**config.mk**
```make
export PLATFORM = sky130hd
export DESIGN_NAME = dsl_link
export DESIGN_NICKNAME = d
export VERILOG_FILES = /design/src/verilog/dsl_link.v
export VERILOG_INCLUDE_DIRS = /design/src /design/src/pkg
export SDC_FILE = /design/constraint.sdc
export NUM_CORES = 1
export LEC_CHECK = 0
export BUFFER_PORTS_ARGS = -buffer_cell sky130_fd_sc_hd__buf_4
export CAP_MARGIN = 20
export CORE_ASPECT_RATIO = 1.4
export CORE_MARGIN = 2
export CORE_UTILIZATION = 50
export DETAILED_ROUTE_END_ITERATION = 12
export PLACE_DENSITY = 0.69
export SLEW_MARGIN = 10
export SYNTH_ARGS = -nofsm -noshare
export SYNTH_HDL_FRONTEND = slang
export SYNTH_SLANG_ARGS = --single-unit
```
**constraint.sdc**
```tcl
create_clock -name core_clk -period 13.9 [get_ports core_clk]
set_clock_uncertainty 0.2 [all_clocks]
set_input_delay 1.39 -clock core_clk [delete_from_list [all_inputs] [get_ports core_clk]]
set_output_delay 1.39 -clock core_clk [all_outputs]
set_load 0.01 [all_outputs]
```
**src/pkg/dsl_consts.vh**
```
// Constants for the debug serial autobaud link
`ifndef DSL_CONSTS_VH
`define DSL_CONSTS_VH

// Baud measurement
`define DSL_AUTOBAUD_BITS 8
`define DSL_MAX_DIV 512
`define DSL_MEAS_W 13
`define DSL_BIT_W 10

// Break detection and response
`define DSL_BREAK_BITS 9
`define DSL_BREAK_CHARS 4
`define DSL_CHAR_BITS 10

// Sync character
`define DSL_SYNC_CHAR 8'h80

`endif

```
**src/verilog/dsl_link.v**
```verilog
// Debug serial autobaud link: open-drain half-duplex front end
// Functional notes
// - Frame is low start, eight data LSB first, one and a half stop bits high.
// - After reset stay idle and send nothing until host sends a character.
// - Count clocks over eight low bits; set rx and tx bit rate.
// - Counters run on system clock, wide enough for clock divided by 512.
// - Nine or more low bit times is a break; relock on next 0x80.
// - Low sampled stop bit flags framing error.
// - Detect collision when host drives line while we transmit.
// - On any error abort command, send four-character break, reset baud detect.
// - Open-drain line; returned break only extends an early released host break.
// - Host break does not clear debug control state or leave debug mode.
// - Serial logic held in reset during break until line returns high.
// - Line low during stop state starts full system reset.
`timescale 1ns/1ps
`include "dsl_consts.vh"

module dsl_link #(
  parameter MEAS_W = `DSL_MEAS_W,
  parameter BIT_W = `DSL_BIT_W
) (
  // Clock and reset
  input wire core_clk,
  input wire rstn,
  // Debug pin, open drain
  input wire debug_serial_pin_in,
  output reg debug_serial_pin_out,
  output reg debug_serial_pin_oe,
  // Received bytes
  output reg rx_valid,
  output reg [7:0] rx_data,
  input wire rx_ready,
  // Bytes to transmit
  input wire tx_valid,
  input wire [7:0] tx_data,
  output reg tx_ready,
  // Status
  input wire stop_mode,
  output reg locked,
  output reg cmd_abort,
  output reg sys_reset_req,
  output reg break_active
);

  localparam ST_IDLE = 3'd0;
  localparam ST_MEAS = 3'd1;
  localparam ST_WAITHI = 3'd2;
  localparam ST_READY = 3'd3;
  localparam ST_RX = 3'd4;
  localparam ST_TX = 3'd5;
  localparam ST_BRKTX = 3'd6;
  localparam ST_HOLD = 3'd7;
  localparam [MEAS_W-1:0] BRK_BITS = `DSL_BREAK_BITS;

  // ---------------------------------------------------------------
  // Pin synchroniser
  // ---------------------------------------------------------------
  reg pin_s1_r;
  reg pin_r;
  always @(posedge core_clk or negedge rstn) begin
    if (!rstn) begin
      pin_s1_r <= 1'b1;
      pin_r <= 1'b1;
    end else begin
      pin_s1_r <= debug_serial_pin_in;
      pin_r <= pin_s1_r;
    end
  end

  // ---------------------------------------------------------------
  // Two-entry receive buffer
  // ---------------------------------------------------------------
  reg [7:0] buf_mem [0:1];
  reg buf_wp_r;
  reg buf_rp_r;
  reg [1:0] buf_cnt_r;
  reg rx_push;
  reg [7:0] rx_push_data;
  wire buf_full = (buf_cnt_r == 2'd2);
  wire out_take = rx_valid && rx_ready;
  wire buf_pop = (buf_cnt_r != 2'd0) && (!rx_valid || out_take);

  always @(posedge core_clk or negedge rstn) begin
    if (!rstn) begin
      buf_wp_r <= 1'b0;
      buf_rp_r <= 1'b0;
      buf_cnt_r <= 2'd0;
      rx_valid <= 1'b0;
      rx_data <= 8'h00;
    end else begin
      if (rx_push && !buf_full) begin
        buf_mem[buf_wp_r] <= rx_push_data;
        buf_wp_r <= ~buf_wp_r;
      end
      if (buf_pop) begin
        rx_data <= buf_mem[buf_rp_r];
        buf_rp_r <= ~buf_rp_r;
        rx_valid <= 1'b1;
      end else if (out_take) begin
        rx_valid <= 1'b0;
      end
      buf_cnt_r <= buf_cnt_r + {1'b0, rx_push && !buf_full} - {1'b0, buf_pop};
    end
  end

  // ---------------------------------------------------------------
  // Main sequencer
  // ---------------------------------------------------------------
  reg [2:0] state_r;
  reg [BIT_W-1:0] bit_per_r;
  reg [MEAS_W-1:0] cnt_r;
  reg [MEAS_W-1:0] low_r;
  reg [5:0] bit_idx_r;
  reg [8:0] shift_r;
  reg tx_bit_r;
  reg [MEAS_W-1:0] break_len;

  function [MEAS_W-1:0] half_of;
    input [BIT_W-1:0] p;
    begin
      half_of = {{(MEAS_W-BIT_W+1){1'b0}}, p[BIT_W-1:1]};
    end
  endfunction

  always @* begin
    break_len = {{(MEAS_W-BIT_W){1'b0}}, bit_per_r} * BRK_BITS;
  end

  always @(posedge core_clk or negedge rstn) begin
    if (!rstn) begin
      state_r <= ST_IDLE;
      bit_per_r <= {BIT_W{1'b0}};
      cnt_r <= {MEAS_W{1'b0}};
      low_r <= {MEAS_W{1'b0}};
      bit_idx_r <= 6'd0;
      shift_r <= 9'h000;
      tx_bit_r <= 1'b1;
      debug_serial_pin_out <= 1'b0;
      debug_serial_pin_oe <= 1'b0;
      tx_ready <= 1'b0;
      locked <= 1'b0;
      cmd_abort <= 1'b0;
      sys_reset_req <= 1'b0;
      break_active <= 1'b0;
      rx_push <= 1'b0;
      rx_push_data <= 8'h00;
    end else begin
      rx_push <= 1'b0;
      cmd_abort <= 1'b0;
      tx_ready <= 1'b0;
      debug_serial_pin_out <= 1'b0;
      sys_reset_req <= stop_mode && !pin_r;
      if (locked && !pin_r && state_r != ST_BRKTX && state_r != ST_HOLD) begin
        low_r <= low_r + 1'b1;
      end else if (pin_r) begin
        low_r <= {MEAS_W{1'b0}};
      end
      if (locked && low_r >= break_len && state_r != ST_BRKTX && state_r != ST_HOLD) begin
        cmd_abort <= 1'b1;
        state_r <= ST_BRKTX;
        cnt_r <= {MEAS_W{1'b0}};
        bit_idx_r <= 6'd0;
        debug_serial_pin_oe <= 1'b1;
        break_active <= 1'b1;
      end else begin
        case (state_r)
          ST_IDLE: begin
            debug_serial_pin_oe <= 1'b0;
            locked <= 1'b0;
            cnt_r <= {MEAS_W{1'b0}};
            if (!pin_r) begin
              // First low cycle counts too
              cnt_r <= {{(MEAS_W-1){1'b0}}, 1'b1};
              state_r <= ST_MEAS;
            end
          end
          ST_MEAS: begin
            if (pin_r) begin
              bit_per_r <= cnt_r[BIT_W+2:3];
              state_r <= ST_WAITHI;
              cnt_r <= {MEAS_W{1'b0}};
            end else if (cnt_r == {MEAS_W{1'b1}}) begin
              state_r <= ST_HOLD;
            end else begin
              cnt_r <= cnt_r + 1'b1;
            end
          end
          // Let the remainder of the sync character pass
          ST_WAITHI: begin
            cnt_r <= cnt_r + 1'b1;
            if (!pin_r) begin
              cnt_r <= {MEAS_W{1'b0}};
            end else if (cnt_r >= {3'd0, bit_per_r} * 2'd2) begin
              locked <= 1'b1;
              state_r <= ST_READY;
            end
          end
          ST_READY: begin
            cnt_r <= {MEAS_W{1'b0}};
            bit_idx_r <= 6'd0;
            if (!pin_r) begin
              state_r <= ST_RX;
            end else if (tx_valid && !tx_ready) begin
              tx_ready <= 1'b1;
              shift_r <= {tx_data, 1'b0};
              tx_bit_r <= 1'b0;
              debug_serial_pin_oe <= 1'b1;
              state_r <= ST_TX;
            end
          end
          ST_RX: begin
            cnt_r <= cnt_r + 1'b1;
            if (cnt_r == half_of(bit_per_r) + {3'd0, bit_per_r} * bit_idx_r) begin
              bit_idx_r <= bit_idx_r + 1'b1;
              if (bit_idx_r == 6'd0 && pin_r) begin
                state_r <= ST_READY;
              end else if (bit_idx_r >= 6'd1 && bit_idx_r <= 6'd8) begin
                shift_r <= {pin_r, shift_r[8:1]};
              end else if (bit_idx_r == 6'd9) begin
                if (!pin_r) begin
                  cmd_abort <= 1'b1;
                  state_r <= ST_BRKTX;
                  cnt_r <= {MEAS_W{1'b0}};
                  bit_idx_r <= 6'd0;
                  debug_serial_pin_oe <= 1'b1;
                  break_active <= 1'b1;
                end else begin
                  rx_push <= 1'b1;
                  rx_push_data <= shift_r[8:1];
                  state_r <= ST_READY;
                end
              end
            end
          end
          // start, data, 1.5 stop; collision check
          ST_TX: begin
            cnt_r <= cnt_r + 1'b1;
            debug_serial_pin_oe <= !tx_bit_r;
            if (tx_bit_r && !pin_r && cnt_r == half_of(bit_per_r)) begin
              cmd_abort <= 1'b1;
              state_r <= ST_BRKTX;
              cnt_r <= {MEAS_W{1'b0}};
              bit_idx_r <= 6'd0;
              debug_serial_pin_oe <= 1'b1;
              break_active <= 1'b1;
            end else if ((bit_idx_r < 6'd9 && cnt_r + 1'b1 >= {3'd0, bit_per_r}) ||
                         (bit_idx_r == 6'd9 && cnt_r + 1'b1 >= {3'd0, bit_per_r} + half_of(bit_per_r))) begin
              cnt_r <= {MEAS_W{1'b0}};
              bit_idx_r <= bit_idx_r + 1'b1;
              if (bit_idx_r == 6'd9) begin
                debug_serial_pin_oe <= 1'b0;
                state_r <= ST_READY;
              end else begin
                tx_bit_r <= (bit_idx_r == 6'd8) ? 1'b1 : shift_r[1];
                debug_serial_pin_oe <= (bit_idx_r == 6'd8) ? 1'b0 : !shift_r[1];
                shift_r <= {1'b1, shift_r[8:1]};
              end
            end
          end
          ST_BRKTX: begin
            debug_serial_pin_oe <= 1'b1;
            cnt_r <= cnt_r + 1'b1;
            if (cnt_r + 1'b1 >= {3'd0, bit_per_r}) begin
              cnt_r <= {MEAS_W{1'b0}};
              bit_idx_r <= bit_idx_r + 1'b1;
              if (bit_idx_r == `DSL_BREAK_CHARS * `DSL_CHAR_BITS - 1) begin
                debug_serial_pin_oe <= 1'b0;
                state_r <= ST_HOLD;
              end
            end
          end
          // held until line high; no control state touched
          ST_HOLD: begin
            debug_serial_pin_oe <= 1'b0;
            locked <= 1'b0;
            if (pin_r) begin
              break_active <= 1'b0;
              state_r <= ST_IDLE;
            end
          end
          default: begin
            state_r <= ST_IDLE;
          end
        endcase
      end
    end
  end

endmodule
```
; Yosys cells after proc, flatten, opt, wreduce, memory -nomap -nowiden
; Memory sizes are Yosys's and may differ from the RTL's. A register that Yosys moved wholly into a read port is not among the register bits.
; Index checks and enable logic that the tools add are counted.
[totals]
regBits = 77
ramBits = 16
inputBits = 14
output_inout_bits = 16
elab_cells = 246
memories = 1
[classes]
addsub = 7
n_mul = 2
order_cmp = 7
n_eq_ne = 47
mux = 106
bitwise_logic = 5
n_reduce_logical = 50
[mem_list]
columns = name, depth, width, rd, rd_clocked_by_memory_dff, wr, line
row1 = buf_mem, 2, 8, 1, 1, 1, dsl_link.v:73  ; reg [7:0] buf_mem [0:1];
[ops]
columns = cell, n
row1 = 2-to-1 mux 13 bit, 13
row2 = one-hot mux 13 bit (7 select lines), 1
row3 = 2-to-1 mux 9 bit, 8
row4 = 2-to-1 mux 3 bit, 19
row5 = 2-to-1 mux 6 bit, 9
row6 = 2-to-1 mux 1 bit, 48
row7 = "inequality test 3 bit, second input constant", 16
row8 = "inequality test 4 bit, second input constant", 7
row9 = one-hot mux 9 bit (3 select lines), 1
row10 = "adder 13 x 1 -> 13 bit, second input constant", 2
row11 = >= comparator 13 x 11 -> 1 bit, 2
row12 = one-hot mux 3 bit (8 select lines), 1
row13 = one-hot mux 6 bit (4 select lines), 1
row14 = "inequality test 2 bit, second input constant", 10
row15 = logical AND 1 bit, 18
row16 = AND reduction 8 bit, 2
row17 = AND reduction 7 bit, 2
row18 = adder 9 x 13 -> 13 bit, 1
row19 = == test 13 bit, 1
row20 = "== test 13 bit, second input constant", 1
row21 = == test 13 x 9 -> 1 bit, 1
row22 = >= comparator 13 x 10 -> 1 bit, 1
row23 = >= comparator 13 bit, 1
row24 = "multiplier 10 x 4 -> 13 bit, second input constant", 1
row25 = other kinds (34), 57

; Depth between registers and ports, before layout
[depth]
ltp_word = 8
mapped_depth = 23

; Worst setup path before layout
; No wires, ideal clock.
[synth_path]
path_kind = register to register
start = register bit_per_r[2]
end = register rx_push_data[0]
setup_ns = 0.125
arrival_ns = 5.419
required_time_ns = 13.575
setup_slack_ns = 8.156
path_stages_with_launch = 19
n_path_buf = 2
synth_period_minus_slack_ns = 5.744
cell_sequence = dfrtp_1 -> clkbuf_1 -> nand2_1 -> fa_1 -> fa_1 -> fa_1 -> inv_1 -> fa_1 -> ha_1 -> a21oi_1 -> o21ai_0 -> a31o_1 -> a21oi_2 -> xnor2_1 -> nor4_2 -> nand4_1 -> or4b_4 -> buf_6 -> mux2_4
[synth_between]
elab_chain_len = 7
elab_cells_between_ends = 10
cone_classes = 1 x add/sub / 2 x mul / 1 x order compare / 1 x eq/ne / 1 x bitwise / 4 x reduce/logical
[synth_lines]
columns = item, line
row1 = from (decl), dsl_link.v:110  ; reg [BIT_W-1:0] bit_per_r;
row2 = from (signal assigned), dsl_link.v:132  ; bit_per_r <= {BIT_W{1'b0}};
row3 = from (signal assigned), dsl_link.v:179  ; bit_per_r <= cnt_r[BIT_W+2:3];
row4 = branches (longest 6 deep; another with multiplier 10 x 6 -> 13 bit), n/a
row5 = AND reduction 7 bit (no source line) (*), n/a
row6 = to (signal assigned), dsl_link.v:229  ; rx_push_data <= shift_r[8:1];
row7 = to (decl), dsl_link.v:78  ; reg [7:0] rx_push_data;
; Every way passes the cells marked *.
; A chain may end at the register's enable or synchronous reset.

; Worst setup path after layout
[layout_path]
start = register bit_per_r[3]
end = register rx_push_data[5]
; Same word-level chain as after synthesis.

==> key figures <==
GRT
  • Vias in the first global route: 6956
  • Initial antenna violation count: 0
  • Tot GR Track Use: 23.3%
  • First-pass GRT wire length: 34700 um
  • GR Overflow Total: 0
  • Largest net degree at the start of global routing: 56

Pwr
  • Lkg Pwr: 4.42 nW
  • Switching Fraction: between 40% and 50%
  • Pwr/cell area: 116 mW/mm^2
  • Clock power frac: 23.5%
  • Comb power frac: 39.3%
  • Net switching power: 0.000462 W
  • Worst vdd ir: 0.0757 mV
  • Part of the power in registers: 37.1%
  • Power Internal: about 0.00063 W

Clock tree
  • Clock-pin slew on the worst setup and hold paths: 0.08 ns
  • Clock latency on the worst-skew pair: 0.37 ns
  • H-tree levels: 3
  • Clk buf depth: 2
  • CTS buffer count: 9
  • Post-CTS sizing: 0
  • Buffer count from post-CTS setup fixing: 0
  • Clock sink count: 100
  • CTS tree: done
  • CTS root buffer: clkbuf_16
  • Hold buffers post-CTS: 0

STA
  • Setup TNS: 0 ns
  • Least-Margin Pin Slew: roughly 0.95 ns
  • Hold slack final: 0.157 ns
  • Final setup viols: 0
  • RSZ-0062 raised after global routing: false
  • Final slew viol count: 0
  • Final hold vios: 0
  • Fmax: 156 MHz
  • Rel. slew slack: 36.4%
  • Min cycle time layout: 6.42 ns
  • Post-route clock period utilization: between 40% and 50%

Final layout
  • Commonest non-fill, non-tap cell in the layout: nand2_1
  • Multi-input logic area: between 0.005 and 0.006 sq mm
  • Share of post-route cells with drive strength above 1: 9.42%
  • Final nets: 1113
  • Sequential cell area: between 0.002 and 0.003 sq mm
  • Ant. Diodes: 0
  • Post-route design area: approximately 0.0095 sq mm
  • Fillers: 1581
  • Final core utilization: between 50% and 60%
  • Most frequent cells in the layout: 112 x nand2_1, 99 x ha_1, 86 x inv_1
  • P&R area growth vs syn: 7.14%

Floorplanning
  • Die ar.: 0.0188 sq mm
  • Initial Util: 51.0%
  • DIE HEIGHT: 161 um
  • Die X: 116 um
  • Core ar.: 0.0173 sq mm
  • Row cnt: 57
  • I/O pin count: 30

Placement
  • Dpl hpwl: 15900 um
  • Routability cong.: 0.883
  • IO buf count: 28
  • Post-place instance area: 0.00915 sq mm

Route
  • Detailed Routing Iterations Pass 1: 5
  • Vias/cell: 5.75
  • Vias: 6912
  • Initial DRC Count: about 500
  • WL/cell: ~17 um
  • DRC viols: 0
  • Routed wl met3: 638 um
  • Met2 Wirelength: 10400 um
  • WL final: around 20000 um
  • Top sig layer: met4
  • Detail Route Antenna Nets: 0
  • M1 WL: 8460 um

Synth
  • Post-Syn Nets: 1116
  • Area leader, netlist: dfrtp_1
  • Part of the Yosys area used for sequential elements: 29.3%
  • Distinct cells, synth: 70
  • Synth Area per Inst: 9.16 sq um
  • Cell area after synthesis: 0.00883 sq mm
  • Synth Instances: 964
  • Post-synth top area share: 22.9%
  • Register bit total from synthesis: 100
  • Synth Warn #: 0
  • Dominant cells by area after synthesis: dfrtp_1 23%, ha_1 14%, fa_1 8.8%, edfxtp_1 5.4%, xnor2_1 5.1%
  • Synth Flop Type: dfrtp_1
  • Async SR Flop Fraction: 84.0%
  • Number of synthesized flops with an enable pin: 16

Job
  • Max-Cap Viols: 0

Setup path
  • Setup Crit Path Kind: reg -> reg
  • CP arrival: between 6 and 7 ns
  • Worst Path Max Fanout: 14
  • Setup crit end kind: register
  • Worst Path Required: about 14 ns
  • Startpoint Class: register

Worst hold path
  • Worst Hold Class: reg -> reg

Run status
  • Status: finished, final reports clean
-- critical path: stages, from the launching register on --
cell and delay, ns:
dfrtp_1 0.72, nand2_1 0.19, fa_1 0.57, fa_1 0.54, fa_1 0.55, inv_1 0.05
fa_1 0.47, ha_1 0.38, a21oi_1 0.16, o21ai_0 0.09, a31o_2 0.23, nor3_1 0.17
o21ai_0 0.13, nor4_2 0.62, nand4_1 0.22, or4b_4 0.69, mux2_4 0.34
-- cell usage after synthesis, drive strengths merged, types with 3 or more instances --
| master | n |
|---|---|
| a211oi | 8 |
| a21o | 12 |
| a21oi | 51 |
| a31o | 3 |
| a31oi | 6 |
| a32o | 6 |
| and2 | 12 |
| and3 | 8 |
| buf | 14 |
| clkbuf | 35 |
| dfrtp | 81 |
| dfstp | 3 |
| edfxtp | 16 |
| fa | 39 |
| ha | 99 |
| inv | 86 |
| mux2 | 25 |
| mux2i | 10 |
| nand2 | 112 |
| nand2b | 7 |
| nand3 | 24 |
| nand4 | 23 |
| nor2 | 68 |
| nor2b | 10 |
| nor3 | 16 |
| nor4 | 11 |
| o211ai | 4 |
| o21a | 6 |
| o21ai | 37 |
| o21bai | 7 |
| o221ai | 3 |
| o311ai | 3 |
| o31ai | 11 |
| xnor2 | 51 |
| xor2 | 23 |
-- registers in the layout, summed over array words and instances, names as in the netlist, 2 cells and up --
signal / count
buf_mem: 16
cnt_r: 13
low_r: 13
bit_per_r: 10
rx_data: 8
rx_push_data: 8
shift_r: 8
bit_idx_r: 6
state_r: 3
buf_cnt_r: 2
-- power by group through the flow --
stage / clock, W / combinational (W) / sequential [W]
after global placement: 0 / 0.000420 / 0.000408
after CTS: 0.000260 / 0.000425 / 0.000404
after floorplan: 0 / 0.000348 / 0.000359
final: 0.000258 / 0.000430 / 0.000406
after detailed placement: 0 / 0.000423 / 0.000410
after global routing: 0.000275 / 0.000480 / 0.000412
-- cells by family after synthesis --
kind of cell | after synthesis | share of synthesized area [%]
AND/OR/NAND/NOR | 303 | 16.2
AO/OA/AOI/OAI | 177 | 13.2
adder cells (fa/ha/maj) | 138 | 22.9
buffers and inverters | 136 | 6.35
flip-flops | 100 | 29.3
XOR/XNOR | 74 | 7.34
multiplexers | 35 | 4.66
other | 1 | 0.0425
-- cell type report --
cell class              count  share of cell area, %
clock buffers               9                   2.38
clock inverters             7                  0.886
inverters                  87                   3.45
multi-input cells         728                   60.1
flip-flops and latches    100                   27.3
well taps                 236                   3.12
repair buffers             35                   2.75
-- layer usage --
layer / vias to the layer above / track usage [%]
met5: - / 0
met4: 0 / 12.1
met3: 56 / 2.03
met2: 184 / 40.4
met1: 3338 / 28.3
li1: 3334 / -
-- worst paths after layout --
check	cells after the start	end	slack [ns]	from
max in group asynchronous	2	bit_per_r[7]	11.67	rstn
setup / recovery	16	rx_push_data[5]	7.48	bit_per_r[3]
hold / removal	0	pin_r	0.16	pin_s1_r
min in group asynchronous	1	rx_data[3]	0.73	rstn
setup reg to reg	16	rx_push_data[5]	7.48	bit_per_r[3]
hold reg to reg	0	pin_r	0.16	pin_s1_r
-- per-stage QoR --
stage          setup WS [ns]  instances  total power (W)
2_1_floorplan           8.16        964         0.000708
3_3_place_gp            7.65       1185         0.000827
3_5_place_dp            7.56       1185         0.000832
4_1_cts                 7.53       1201          0.00109
5_1_grt                 7.21       1202          0.00117
6_report                7.48       1202          0.00109
No activity file was read; power rests on OpenSTA's default activity.
